**src/logic/sfpg_params.svh**
```systemverilog
`ifndef SFPG_PARAMS_SVH
`define SFPG_PARAMS_SVH
`define SFPG_CLK_MHZ            20
`define SFPG_SELECT_WAIT_NS     30000
`define SFPG_SELECT_WAIT_CYC    ((`SFPG_SELECT_WAIT_NS * `SFPG_CLK_MHZ + 999) / 1000)
`define SFPG_WRITE_ACCEPT_US    1000
`define SFPG_WRITE_ACCEPT_MAX_US 10000
`define SFPG_WRITE_ACCEPT_CYC   (`SFPG_WRITE_ACCEPT_US * `SFPG_CLK_MHZ)
`define SFPG_BUSY_CYC           64
`define SFPG_ERASED_BYTE        8'hff
`define SFPG_STATUS_RESET       8'h00
`define SFPG_ST_ACTIVE_BIT      0
`define SFPG_ST_UNLOCK_BIT      1
`define SFPG_ST_USER_LSB        2
`endif

```
**src/logic/sfpg_pkg.sv**
```systemverilog
package sfpg_pkg;
  typedef enum logic [2:0] {
    CMD_NONE         = 3'b000,
    CMD_READ         = 3'b001,
    CMD_STATUS_READ  = 3'b010,
    CMD_WRITE_UNLOCK = 3'b011,
    CMD_PAGE_WRITE   = 3'b100,
    CMD_BLOCK_CLEAR  = 3'b101,
    CMD_ARRAY_CLEAR  = 3'b110,
    CMD_STATUS_WRITE = 3'b111
  } sfpg_cmd_t;

  typedef enum logic [1:0] {
    PH_OFF  = 2'b00,
    PH_HOLD = 2'b01,
    PH_READ = 2'b10,
    PH_FULL = 2'b11
  } sfpg_phase_t;
endpackage : sfpg_pkg

```
**src/logic/sfpg_delay_timer.sv**
```systemverilog
`timescale 1ns/1ps
module sfpg_delay_timer #(
  parameter int COUNT = 600,
  parameter int W     = $clog2(COUNT + 1)
) (
  input  wire logic clk,
  input  wire logic reset_n,
  input  wire logic arm,
  output logic      done
);
  typedef struct packed {
    logic [W-1:0] cnt;
    logic         done;
  } sfpg_tmr_t;

  localparam logic [W-1:0] LAST = W'(COUNT - 1);

  sfpg_tmr_t s_q;
  sfpg_tmr_t s_d;

  always_comb begin
    s_d = s_q;
    if (!arm) begin
      s_d = '0;
    end else if (!s_q.done) begin
      s_d.cnt = s_q.cnt + W'(1);
      s_d.done = (s_q.cnt == LAST);
    end
  end

  always_ff @(posedge clk) begin
    if (!reset_n) begin
      s_q <= '0;
    end else begin
      s_q <= s_d;
    end
  end

  assign done = s_q.done;
endmodule : sfpg_delay_timer

```
**src/logic/sfpg_powerup_gate.sv**
```systemverilog
// What this block does
// - Below write-inhibit level, logic held reset and no instruction answered.
// - Write-class instructions rejected until write-accept delay (1 to 10 ms) elapses.
// - After select wait, reads are executed even while write-accept delay runs.
// - Leaving power-on reset: standby, unlock latch and cycle-active flag cleared.
// - Supply falling below inhibit level disables everything; cut cycle may corrupt.
// - Delivered array bytes read FFh, status register reads 00h.
// - Write-unlock sets latch; program, erase, status write need latch set.
// - Cycle-active flag is 1 during self-timed cycle, 0 after completion.
`timescale 1ns/1ps
`include "sfpg_params.svh"
module sfpg_powerup_gate import sfpg_pkg::*; #(
  parameter int SELECT_WAIT_CYC  = `SFPG_SELECT_WAIT_CYC,
  parameter int WRITE_ACCEPT_CYC = `SFPG_WRITE_ACCEPT_CYC,
  parameter int BUSY_CYC         = `SFPG_BUSY_CYC
) (
  input  wire logic       clk,
  input  wire logic       reset_n,
  input  wire logic       supply_above_inhibit,
  input  wire logic       supply_above_min,
  input  wire logic       cmd_valid,
  input  wire sfpg_cmd_t  cmd_code,
  input  wire logic [7:0] cmd_data,
  output logic            core_reset_n,
  output logic            select_allowed,
  output logic            write_allowed,
  output logic            cmd_accept,
  output logic            cmd_reject,
  output logic            rd_valid,
  output logic [7:0]      rd_data,
  output logic            write_unlock_latch,
  output logic            cycle_active_flag,
  output logic            cycle_cut
);
  typedef struct packed {
    sfpg_phase_t phase;
    logic        unlock;
    logic        busy;
    logic [5:0]  user;
    logic        acc;
    logic        rej;
    logic        rdv;
    logic [7:0]  rdd;
    logic        cut;
  } sfpg_state_t;

  sfpg_state_t s_q;
  sfpg_state_t s_d;
  logic        sel_done;
  logic        wa_done;
  logic        busy_done;
  logic        is_write;
  logic        is_cycle;
  logic [7:0]  status;

  // Select wait only starts once both thresholds are met
  sfpg_delay_timer #(.COUNT(SELECT_WAIT_CYC)) u_select_wait (
    .clk     (clk),
    .reset_n (reset_n),
    .arm     (supply_above_inhibit && supply_above_min),
    .done    (sel_done)
  );

  sfpg_delay_timer #(.COUNT(WRITE_ACCEPT_CYC)) u_write_accept (
    .clk     (clk),
    .reset_n (reset_n),
    .arm     (supply_above_inhibit),
    .done    (wa_done)
  );

  sfpg_delay_timer #(.COUNT(BUSY_CYC)) u_busy_cycle (
    .clk     (clk),
    .reset_n (reset_n),
    .arm     (s_q.busy),
    .done    (busy_done)
  );

  // Write class: everything the write-accept delay must hold back
  assign is_cycle = (cmd_code == CMD_PAGE_WRITE) || (cmd_code == CMD_BLOCK_CLEAR) ||
                    (cmd_code == CMD_ARRAY_CLEAR) || (cmd_code == CMD_STATUS_WRITE);
  assign is_write = is_cycle || (cmd_code == CMD_WRITE_UNLOCK);

  // Status layout: stored user bits, unlock latch, cycle flag in bit 0
  always_comb begin
    status = {s_q.user, s_q.unlock, s_q.busy};
  end

  always_comb begin
    s_d = s_q;
    s_d.acc = 1'b0;
    s_d.rej = 1'b0;
    s_d.rdv = 1'b0;
    s_d.cut = 1'b0;
    if (!supply_above_inhibit) begin
      // Nonvolatile user status bits survive the supply drop
      s_d.phase = PH_OFF;
      s_d.unlock = 1'b0;
      s_d.busy = 1'b0;
      s_d.cut = s_q.busy;
    end else begin
      // Phase is registered, so a command sees the phase of the previous edge
      unique case ({sel_done, wa_done})
        2'b10:   s_d.phase = PH_READ;
        2'b11:   s_d.phase = PH_FULL;
        default: s_d.phase = PH_HOLD;
      endcase
      // Latch drops with the flag, so every cycle needs a fresh unlock
      if (busy_done) begin
        s_d.busy = 1'b0;
        s_d.unlock = 1'b0;
      end
      if (cmd_valid && cmd_code != CMD_NONE && s_q.phase != PH_OFF) begin
        if (s_q.phase == PH_HOLD) begin
          s_d.rej = 1'b1;
        end else if (cmd_code == CMD_STATUS_READ) begin
          s_d.acc = 1'b1;
          s_d.rdv = 1'b1;
          s_d.rdd = status;
        end else if (s_q.busy) begin
          s_d.rej = 1'b1;
        end else if (cmd_code == CMD_READ) begin
          // No array storage: every byte reads as erased
          s_d.acc = 1'b1;
          s_d.rdv = 1'b1;
          s_d.rdd = `SFPG_ERASED_BYTE;
        end else if (is_write && s_q.phase != PH_FULL) begin
          s_d.rej = 1'b1;
        end else if (cmd_code == CMD_WRITE_UNLOCK) begin
          s_d.acc = 1'b1;
          s_d.unlock = 1'b1;
        end else if (is_cycle && !s_q.unlock) begin
          s_d.rej = 1'b1;
        end else begin
          s_d.acc = 1'b1;
          s_d.busy = 1'b1;
          if (cmd_code == CMD_STATUS_WRITE) begin
            s_d.user = cmd_data[7:`SFPG_ST_USER_LSB];
          end
        end
      end
    end
  end

  always_ff @(posedge clk) begin
    if (!reset_n) begin
      s_q <= '0;
      // Last read byte shows the cleared status after reset
      s_q.rdd <= `SFPG_STATUS_RESET;
    end else begin
      s_q <= s_d;
    end
  end

  assign core_reset_n       = (s_q.phase != PH_OFF);
  assign select_allowed     = s_q.phase[1];
  assign write_allowed      = (s_q.phase == PH_FULL);
  assign cmd_accept         = s_q.acc;
  assign cmd_reject         = s_q.rej;
  assign rd_valid           = s_q.rdv;
  assign rd_data            = s_q.rdd;
  assign write_unlock_latch = s_q.unlock;
  assign cycle_active_flag  = s_q.busy;
  assign cycle_cut          = s_q.cut;
endmodule : sfpg_powerup_gate
```
**config.mk**
```make
export PLATFORM = sky130hd
export DESIGN_NAME = sfpg_powerup_gate
export DESIGN_NICKNAME = d
export VERILOG_FILES = /design/src/logic/sfpg_pkg.sv /design/src/logic/sfpg_delay_timer.sv /design/src/logic/sfpg_powerup_gate.sv
export VERILOG_INCLUDE_DIRS = /design/src /design/src/logic
export SDC_FILE = /design/constraint.sdc
export NUM_CORES = 1
export LEC_CHECK = 0
export BUFFER_PORTS_ARGS = -buffer_cell sky130_fd_sc_hd__clkbuf_2
export CORE_MARGIN = 5
export CORE_UTILIZATION = 57
export CTS_CLUSTER_DIAMETER = 120
export DETAILED_ROUTE_END_ITERATION = 7
export PLACE_DENSITY_LB_ADDON = 0.1
export SYNTH_ARGS = -nofsm -noshare
export SYNTH_HDL_FRONTEND = slang
export SYNTH_HIERARCHICAL = 1
export SYNTH_SLANG_ARGS = --single-unit
```
**constraint.sdc**
```tcl
create_clock -name clk -period 1.75 [get_ports clk]
set_clock_uncertainty 0.1 [all_clocks]
set_input_delay 0.0875 -clock clk [delete_from_list [all_inputs] [get_ports clk]]
set_output_delay 0.0875 -clock clk [all_outputs]
set_load 0.1 [all_outputs]
```
Word-level counts from Yosys, hierarchy flattened
Cells that the tools add are included.

Register bits after elaboration: 57. Bits of input ports: 16. Output and inout bits: 17. Word-level logic and storage cells: 104.

Add/subtract/negate cells: 3. Equality and inequality tests: 18. Muxes and demuxes: 38. Bitwise operators: 9. Reduce and logical (&&, ||, !) cells: 21.

Operators by type and width (count): $mux 8 (11); $mux 9 (7); $mux 19 (1); $add 15x1->15 const B (1); $eq 15x15->1 const B (1); $mux 1 (14); $eq 3x3->1 const B (4); $add 10x1->10 const B (1); $eq 10x10->1 const B (1); $reduce_and 10->1 (1); $ne 9x3->1 const B (1); $ne 9x9->1 const B (1); $not 1->1 (9); $add 7x1->7 const B (1); $eq 7x6->1 const B (1); $mux 7 (1); $eq 2x2->1 const B (3); $eq 3x2->1 const B (2); $mux 6 (1); $reduce_and 2->1 (3); $logic_and 1x1->1 (5); $reduce_and 5->1 (1); $logic_or 1x1->1 (4); $mux 2 (2); 11 further kinds (12).

Depth between registers and ports, before layout
Gate-level depths: netlist (run 1).

Depth after elaboration: 21. Gate-level depth with buffers: 4. Mapped depth without buffers: 4.

Cells and area by module
Netlist (run 1), hierarchy kept.

By module, submodules not included: sfpg_powerup_gate (times used 1, cells each 118, area each 1102.3 µm², seq. area each 440.4 µm²); sfpg_delay_timer (u_write_accept) (times used 1, cells each 87, area each 789.5 µm², seq. area each 320.3 µm²); sfpg_delay_timer (u_select_wait) (times used 1, cells each 55, area each 511.7 µm², seq. area each 220.2 µm²); sfpg_delay_timer (u_busy_cycle) (times used 1, cells each 34, area each 326.6 µm², seq. area each 160.2 µm²).

Worst setup path after synthesis (run 1)
No wires, ideal clock.

Path kind: register -> register. From: reg s_q (netlist bit select_allowed). To: reg s_q (netlist bit cmd_reject). Setup time: 57 ps. Data arrival time: 2082 ps. Data required time: 1593 ps. Slack: -489 ps. Stages on the path, launching flop included: 4. Path buffers: 0. Clock period less this slack: 2239 ps. Cell sequence: dfxtp_1 -> or2_2 -> o311ai_0 -> o21ba_2.

Elaborated cells between the ends (all ways): 11. Those cells by class: 2 x eq/ne; 5 x mux; 4 x reduce/logical.

RTL lines: from (decl) (RTL line sfpg_powerup_gate.sv:47) `sfpg_state_t s_q;`; $reduce_bool 2->1; via core_reset_n (RTL line sfpg_powerup_gate.sv:24) `output logic core_reset_n,`; $logic_and 1x1->1 (RTL line sfpg_powerup_gate.sv:112) `if (cmd_valid && cmd_code != CMD_NONE && s_q.phase != PH_OFF) begin`; $reduce_and 3->1 (no line).

The timed path passes the listed nets, and every way through them passes these cells. A chain may end at the register's enable or synchronous reset.

Worst setup path after layout (run 1)
From: reg u_write_accept/s_q[2] in the netlist's numbering. To: reg u_write_accept/s_q[9] in the netlist's numbering.

Word-level cells in the longest chain between the ends: 1.

Ends and longest elaborated chain: from (decl) (RTL line sfpg_delay_timer.sv:18) `sfpg_tmr_t s_q;`; from (signal assigned) (RTL line sfpg_delay_timer.sv:33) `s_q <= '0;`; from (signal assigned) (RTL line sfpg_delay_timer.sv:35) `s_q <= s_d;`; $add 15x1->15 (RTL line sfpg_delay_timer.sv:26) `s_d.cnt = s_q.cnt + W'(1);`.

Every way passes these cells.

==> reports/results.ini, run 1 <==
[outcome]
outcome=finished clean

[drt]
num_vias=2143
wl_per_cell_um=14.1
ant_nets=0
wl_mm=5.50
first_pass_iters=4
drt_iter0_drc=138
vias_per_cell=5.51
drt_drc_violations_left=0

[synthesis]
synthMuxAreaShare_pct=8.43
synth_compound_area_share_pct=11.3
synthFlopType=dfxtp_1
synth_nets=313
syn_inst=294
yosysWarningCount=6
yosys.area.top_type=dfxtp_1
synthArstFlopShare_pct=0
ys_seq_elements=57
yosys.area_share.adder_pct=1.37
synthTopCellsByCount=dfxtp_1 (57), nand2_1 (33), mux2i_1 (23)
synth_top_cell_area_share_pct=41.8
synth.distinct_cells=48
ys_seq_area_share_pct=41.8
synth_edf_count=0
syn_avg_cell_area_sq_um=9.29
synth_area_leaders=dfxtp_1 (42%), mux2i_1 (8.4%), nand2_1 (4.5%), a21oi_1 (2.7%), o21ai_0 (2.7%)
synth-simple-area-share_pct=28.5
synth_most_common_cell=dfxtp_1
synthXorXnorAreaFrac_pct=3.53
synth_top_family_by_area=simple AND/OR/NAND/NOR gates
synth_area_sq_mm=0.00273

[placed_design]
io_buffers=30
placed_area_sq_mm=0.00288
hpwl_mm=3.60
gp_congestion=0.787

[sta]
slew_headroom_pct=63.0
hold_viol_final=0
rsz0062_at_grt=false
slew_violations=0
min_period_ns=1.59
fmax_ghz=0.627
post-route-period-util_pct=91.1
fin_setup_tns_ns=0
worst_pin_slew_ns=0.558
setup_viol=0

[worst_setup_path]
end_kind=flop
crit_fanout=7
crit_family=simple AND/OR/NAND/NOR gates
start_kind=flop
worstSetupPathType=reg2reg
arrival_ns=1.75
reg2reg_to=u_write_accept/s_q[9]$_SDFFE_PN0N_
path_cells=ha_1 -> nand2b_4 -> or4_1 -> a21oi_1
worstSetupPathDepth=4
crit_buf_inv=0
r2r_slack_ns=0.16
crit_required_ns=1.91
critPathMaxStageDelay_ns=0.50
r2r_cells=4
cp_slowest_cell=or4_1
reg2reg_from=u_write_accept/s_q[2]$_SDFFE_PN0N_

[final_layout]
fin_area_sq_mm=0.00315
nets=349
regArea_sq_mm=0.00115
syn2layout_area_growth_pct=15.3
drive_gt1_share_pct=20.0
multi_input_area_sq_mm=0.00145
nFillCells=383
antennaDiodeCount=0

[floorplan]
core_region_area_sq_mm=0.00469
rows=25
dieHeight_um=79.2
die_x_um=79.2
initial_utilization_pct=58.2
io-pin-count=33
die_area_sq_mm=0.00627

[min_path]
hp-class=in2reg
holdPathStages=2
min_from=cmd_code[2]
hold_end=rd_valid$_SDFF_PP0_

[clocking]
post_cts_buffers=0
path_clk_slew_ns=0.06
cts.sinks=57
cts_resized=0
clock_latency_ns=0.33
cts_buffers=9
cts_max_level=3
cts_tree=built
cts_buffer_depth=2
ctsHoldBuffers=7
cts-root-buf=clkbuf_8

[power]
pwr-share-clk_pct=44.8
p_seq_share_pct=50.2
p_int_mw=2.02
p_per_area_mw_per_mm2=827
power_switching_mw=0.587
swShare_pct=22.6
power.leakage_nw=1.22
ir_worst_vdd_mv=0.526
power_frac_comb_pct=5.0

[run]
timing.max_cap.violations=0

[global_route]
track_usage_pct=19.4
first_global_vias=2024
grt_max_degree=22
grt_overflow_total=0
grt_pass1_wl_mm=9.41
antenna_found_initial=0

-- per-stage QoR --
step	power, mW	setup WS (ns)	hold slack, ns	cells	util [%]
floorplan	1.41	0.0254	0.0591	294	-
global placement	1.45	0.190	0.269	366	61.5
detailed placement	1.45	0.162	0.276	366	61.5
CTS	2.64	0.139	0.00938	389	67.1
global route	2.72	0.0852	0.0520	389	67.1
finish	2.60	0.155	0.0271	389	67.1
-- worst register-to-register path, delay by kind of cell, from the launching register on --
family	cells	cell delay [ns]
and+or+nand+nor	2	0.60
DFF	1	0.42
adders and majority gates	1	0.27
AOI/OAI and AO/OA	1	0.14
-- layout by cell type, fill, tap and decap left out, drive strengths merged, types with 5 or more instances in the layout --
cell type,count
nand2b,12
o211ai,6
nand2,34
or4,5
dlygate4sd3,7
or3,10
mux2i,23
nor4,9
dfxtp,57
clkbuf,44
xor2,7
buf,6
o31ai,5
inv,6
nand4b,6
nor2,18
o21ai,16
nand3,5
a21oi,15
-- sequential cells by signal, indices dropped and copies added, names as in the netlist --
| register | count |
|---|---|
| u_write_accept/s_q | 15 |
| u_select_wait/s_q | 10 |
| rd_data | 8 |
| s_q | 7 |
| u_busy_cycle/s_q | 7 |
| cmd_accept | 1 |
| cmd_reject | 1 |
| cycle_active_flag | 1 |
| cycle_cut | 1 |
| rd_valid | 1 |
| select_allowed | 1 |
| u_busy_cycle/done | 1 |
| u_select_wait/done | 1 |
| u_write_accept/done | 1 |
| write_unlock_latch | 1 |
-- final cells by class --
type                       count  share of cell area [%]
inverter                       6                   0.716
multi-input combinational    213                    46.1
sequential                    57                    36.5
clock inverter                 2                   0.318
tap                           54                    2.15
timing repair buffer          43                    8.43
clock buffer                  14                    5.81
-- power by group through the flow --
stage	clock network [mW]	logic, mW	registers, mW
after CTS	1.20	0.129	1.31
after global routing	1.27	0.143	1.31
after floorplan	0	0.0728	1.34
final	1.17	0.130	1.31
after detailed placement	0	0.116	1.34
after global placement	0	0.115	1.34
-- kinds of logic after synthesis --
kind of cell    Yosys count
simple gates            127
xor+xnor                 11
compound gates           49
flops                    57
mux                      23
fa+ha+maj                 3
buf+inv                  24
-- per-layer routing --
layer  global-route usage [%]  wire [um]  up-vias
met3                     6.58        255       10
met2                     28.4       2430       38
met5                        0          0        -
met1                     25.3       2700      973
li1                         -          -     1122
met4                     9.79        110        0
-- worst max-delay path by stage --
stage	to	startpoint	slack [ns]
after global placement	u_write_accept/s_q[9]$_SDFFE_PN0N_	u_write_accept/s_q[2]$_SDFFE_PN0N_	0.19
after detailed placement	u_write_accept/s_q[9]$_SDFFE_PN0N_	u_write_accept/s_q[2]$_SDFFE_PN0N_	0.16
final	u_write_accept/s_q[9]$_SDFFE_PN0N_	u_write_accept/s_q[2]$_SDFFE_PN0N_	0.16
after global routing	u_write_accept/s_q[9]$_SDFFE_PN0N_	u_write_accept/s_q[2]$_SDFFE_PN0N_	0.09
after floorplan	s_q[12]$_SDFFE_PN0P_	select_allowed$_SDFF_PN0_	0.03
after CTS	core_reset_n	s_q[20]$_SDFF_PN0_	0.14
(Power assumes the default switching activity.)
==> inputs of run 2 (changes only) <==
--- a/config.mk
+++ b/config.mk
@@ -8,10 +8,10 @@
 export LEC_CHECK = 0
 export BUFFER_PORTS_ARGS = -buffer_cell sky130_fd_sc_hd__clkbuf_2
 export CORE_MARGIN = 5
-export CORE_UTILIZATION = 57
+export CORE_UTILIZATION = 52
 export CTS_CLUSTER_DIAMETER = 120
 export DETAILED_ROUTE_END_ITERATION = 7
-export PLACE_DENSITY_LB_ADDON = 0.1
+export PLACE_DENSITY = 0.75
 export SYNTH_ARGS = -nofsm -noshare
 export SYNTH_HDL_FRONTEND = slang
 export SYNTH_HIERARCHICAL = 1
==> run 2 against run 1 <==
Register-to-register slack worse by 0.03 ns. Maximum frequency down 1.9%. Die area is 8.4% higher. Critical path depth unchanged. Flip-flop and latch count unchanged. Combinational power barely moved. Clock power barely moved. Via count increased by 3.2%. Sequential share of layout area down 0.19 points. Critical path type unchanged. Critical endpoint unchanged.
==> reports/results.ini, run 2 (synthesis results as in run 1) <==
[outcome]
outcome=finished clean

[worst_setup_path]
path_cells=ha_1 -> nand2b_4 -> or4_1 -> a21oi_1
end_kind=flop
worstSetupPathType=reg2reg
crit_required_ns=1.90
cp_slowest_cell=or4_1
r2r_slack_ns=0.12
start_kind=flop
reg2reg_to=u_write_accept/s_q[9]$_SDFFE_PN0N_
critPathMaxStageDelay_ns=0.51
crit_fanout=7
r2r_cells=4
arrival_ns=1.78
reg2reg_from=u_write_accept/s_q[2]$_SDFFE_PN0N_

[final_layout]
multi_input_area_sq_mm=0.00145
nets=349
antennaDiodeCount=0
syn2layout_area_growth_pct=15.9
regArea_sq_mm=0.00115
layout_common_cells=dfxtp_1 (54), nand2_1 (33), clkbuf_2 (30)
largest_reg_flops=15
nFillCells=474
drive_gt1_share_pct=19.4
fin_area_sq_mm=0.00316
utilization_pct=61.9
regMostFlops=u_write_accept/s_q
final_common_cell=dfxtp_1
layoutNonFillerInstCount=405

[floorplan]
io-pin-count=33
die_area_sq_mm=0.00680
core_region_area_sq_mm=0.00511
dieHeight_um=82.5
initial_utilization_pct=53.5
rows=26
die_x_um=82.5

[placed_design]
gp_congestion=0.774
io_buffers=30
placed_area_sq_mm=0.00290
place_ws_ns=0.143
hpwl_mm=3.73
dp_cells=382

[power]
ir_worst_vdd_mv=0.432
power.leakage_nw=1.21
p_total_mw=2.61
p_per_area_mw_per_mm2=827

[clocking]
cts_max_level=3
cts_resized=0
path_clk_slew_ns=0.06
clock_latency_ns=0.33
cts_tree=built
cts.sinks=57
cts_buffers=9
cts-root-buf=clkbuf_8
cts_buffer_depth=2

[global_route]
first_global_vias=2130
grt_pass1_wl_mm=9.32
antenna_found_initial=0
track_usage_pct=17.9
grt_max_degree=30
grt_overflow_total=0

[sta]
fmax_ghz=0.615
slew_violations=0
setup_slack_ns=0.125
worst_pin_slew_ns=0.562
rsz0062_at_grt=false
setup_viol=0
min_period_ns=1.63
slew_headroom_pct=62.7
fin_setup_tns_ns=0
hold_viol_final=0
post-route-period-util_pct=92.9
hold_slack_ns=0.0250

[drt]
first_pass_iters=4
drt_drc_violations_left=0
wl_per_cell_um=13.7
drt_iter0_drc=112
num_vias=2211
wl_mm=5.53
ant_nets=0
vias_per_cell=5.46

[min_path]
hold_end=rd_valid$_SDFF_PP0_
hp-class=in2reg
min_from=cmd_code[2]
holdPathStages=2

[run]
timing.max_cap.violations=0

==> run 2: cell types whose count changed in the layout (fill, tap and decap cells not counted) <==
cell,previous run,this run
bufinv_16,0,1
clkbuf_8,13,10
clkbuf_1,1,3
==> run 2: power by group <==
part	internal [mW]	switching, mW
clock	0.693	0.485
sequential	1.30	0.00574
combinational	0.0507	0.0783
total	2.04	0.569
==> run 2: what timing repair did <==
item	in CTS	in global routing
buffers inserted	0	0
endpoints found under the hold margin	7	0
hold buffers	7	0
==> run 2: final cells by class <==
cell class                 count  area share, %
timing repair buffer          43           8.39
tap                           70           2.77
clock buffer                  13           4.71
sequential                    57           36.3
inverter                       6          0.712
clock inverter                 3           1.27
multi-input combinational    213           45.9
==> run 2: critical path: cells and delay by family, from the launching register on <==
| kind | cells | cell delay (ns) |
|---|---|---|
| AO/OA/AOI/OAI | 1 | 0.14 |
| AND/OR/NAND/NOR | 2 | 0.61 |
| adder cells (fa/ha/maj) | 1 | 0.28 |
| flip-flops | 1 | 0.42 |
==> run 2: metal layers <==
layer	up-vias	routed length (um)	global-route usage, %
met5	-	0	0
met4	0	72	8.31
met3	8	281	6.18
met2	44	2650	28.7
met1	1037	2520	21.4
li1	1122	-	-
==> run 2: worst max path at each step <==
stage | from | to | slack, ns | cells after the start
final | u_write_accept/s_q[2]$_SDFFE_PN0N_ | u_write_accept/s_q[9]$_SDFFE_PN0N_ | 0.12 | 4
after global routing | u_write_accept/s_q[2]$_SDFFE_PN0N_ | u_write_accept/s_q[9]$_SDFFE_PN0N_ | 0.02 | 4
after CTS | u_write_accept/s_q[2]$_SDFFE_PN0N_ | u_write_accept/s_q[9]$_SDFFE_PN0N_ | 0.12 | 4
after detailed placement | u_write_accept/s_q[2]$_SDFFE_PN0N_ | u_write_accept/s_q[9]$_SDFFE_PN0N_ | 0.14 | 4
after global placement | u_write_accept/s_q[2]$_SDFFE_PN0N_ | u_write_accept/s_q[9]$_SDFFE_PN0N_ | 0.19 | 4
after floorplan | select_allowed$_SDFF_PN0_ | s_q[12]$_SDFFE_PN0P_ | 0.03 | 3
==> inputs of run 3 (changes only) <==
--- a/config.mk
+++ b/config.mk
@@ -12,6 +12,7 @@
 export CTS_CLUSTER_DIAMETER = 120
 export DETAILED_ROUTE_END_ITERATION = 7
 export PLACE_DENSITY = 0.75
+export REMOVE_ABC_BUFFERS = 1
 export SYNTH_ARGS = -nofsm -noshare
 export SYNTH_HDL_FRONTEND = slang
 export SYNTH_HIERARCHICAL = 1
==> run 3 against run 2 <==
Register-to-register slack barely moved. Die area stayed put. Design area up 2.1%. Critical endpoint is now cycle_active_flag. Clock power grew 28%. Flip-flop and latch count unchanged.
==> reports/results.ini, run 3 (synthesis results as in run 1) <==
[final_layout]
drive_gt1_share_pct=19.9
antennaDiodeCount=0
layoutNonFillerInstCount=406
nets=350
final_common_cell=dfxtp_1
regMostFlops=u_write_accept/s_q
syn2layout_area_growth_pct=18.2
largest_reg_flops=15
layout_common_cells=dfxtp_1 (57), nand2_1 (33), clkbuf_2 (29)

[clocking]
cts_buffer_depth=2
cts_max_level=3
cts-root-buf=clkbuf_8
cts_buffers=9
clock_latency_ns=0.34
cts.sinks=57
cts_tree=built
path_clk_slew_ns=0.07

[power]
power.leakage_nw=1.24
ir_worst_vdd_mv=0.651
p_per_area_mw_per_mm2=912

[global_route]
grt_pass1_wl_mm=9.03
track_usage_pct=17.3
grt_overflow_total=0
antenna_found_initial=0
first_global_vias=2014
grt_max_degree=18

[floorplan]
core_region_area_sq_mm=0.00511
die_x_um=82.5
io-pin-count=33
dieHeight_um=82.5
initial_utilization_pct=53.5
rows=26
die_area_sq_mm=0.00680

[drt]
wl_per_cell_um=13.4
num_vias=2227
first_pass_iters=4
drt_drc_violations_left=0
vias_per_cell=5.49
drt_iter0_drc=107
wl_mm=5.45
ant_nets=0

[worst_setup_path]
crit_required_ns=1.56
cp_slowest_cell=dfxtp_1
crit_fanout=11
path_cells=buf_2
crit_family=flip-flops
crit_buf_inv=1
worstSetupPathType=reg2out
arrival_ns=1.49
critPathMaxStageDelay_ns=0.63
start_kind=flop
end_kind=output pin

[outcome]
outcome=finished clean

[sta]
slew_headroom_pct=64.0
hold_slack_ns=0.0416
worst_pin_slew_ns=0.543
hold_viol_final=0
min_period_ns=1.68
fin_setup_tns_ns=0
rsz0062_at_grt=false
slew_violations=0
fmax_ghz=0.596
setup_viol=0
post-route-period-util_pct=95.9

[placed_design]
io_buffers=30
dp_cells=383
hpwl_mm=3.65
gp_congestion=0.804

[min_path]
hp-class=in2reg

[run]
timing.max_cap.violations=0

## run 3: cell type report
| type | instances | area, sq um |
|---|---|---|
| sequential | 57 | 1140 |
| inverter | 6 | 22.5 |
| multi-input combinational | 213 | 1460 |
| timing repair buffer | 44 | 273 |
| clock inverter | 5 | 103 |
| fill | 455 | 1880 |
| clock buffer | 11 | 141 |
| tap | 70 | 87.6 |
## run 3: per-stage QoR
stage / total power, mW / worst slack, ns / util [%] / cell area (sq um)
6_report: 2.95 / 0.0719 / 63.2 / 3230
5_1_grt: 3.05 / 0.0162 / 63.2 / 3230
4_1_cts: 2.97 / 0.0384 / 63.0 / 3220
3_5_place_dp: 1.45 / 0.135 / 56.8 / 2900
3_3_place_gp: 1.45 / 0.191 / 56.8 / 2900
2_1_floorplan: 1.40 / -0.489 / - / 2610
## run 3: report_power, final
part           total [mW]  switching (mW)  internal [mW]  leakage (nW)
Combinational       0.130          0.0784         0.0512         0.660
Clock                1.51           0.525          0.983         0.120
Sequential           1.31         0.00545           1.30         0.460
Total                2.95           0.609           2.34          1.24
## run 3: timing repair
item / 4_1_cts / 5_1_grt
hold endpoints to repair: 7 / 0
hold buffers: 7 / 0
setup buffers: 0 / 0
resized for setup: 0 / 3
setup endpoints to repair: 0 / 2
## run 3: worst paths after layout
| check | start | endpoint | slack [ns] | cells past startpoint |
|---|---|---|---|---|
| worst max register to register | u_write_accept/s_q[2]$_SDFFE_PN0N_ | u_write_accept/s_q[9]$_SDFFE_PN0N_ | 0.13 | 4 |
| worst min-delay path | cmd_valid | rd_valid$_SDFF_PP0_ | 0.04 | 3 |
| worst max-delay path | cycle_active_flag$_SDFF_PN0_ | cycle_active_flag | 0.07 | 1 |
| worst min register to register | s_q[14]$_SDFFE_PN0P_ | s_q[14]$_SDFFE_PN0P_ | 0.35 | 2 |
## run 3: metal layers
metal	global-route usage, %	share of wire (%)	wire length [um]
met1	20.7	46	2490
met2	28.0	49	2670
met3	5.21	4.2	227
met4	8.64	1.2	66
met5	0	0	0
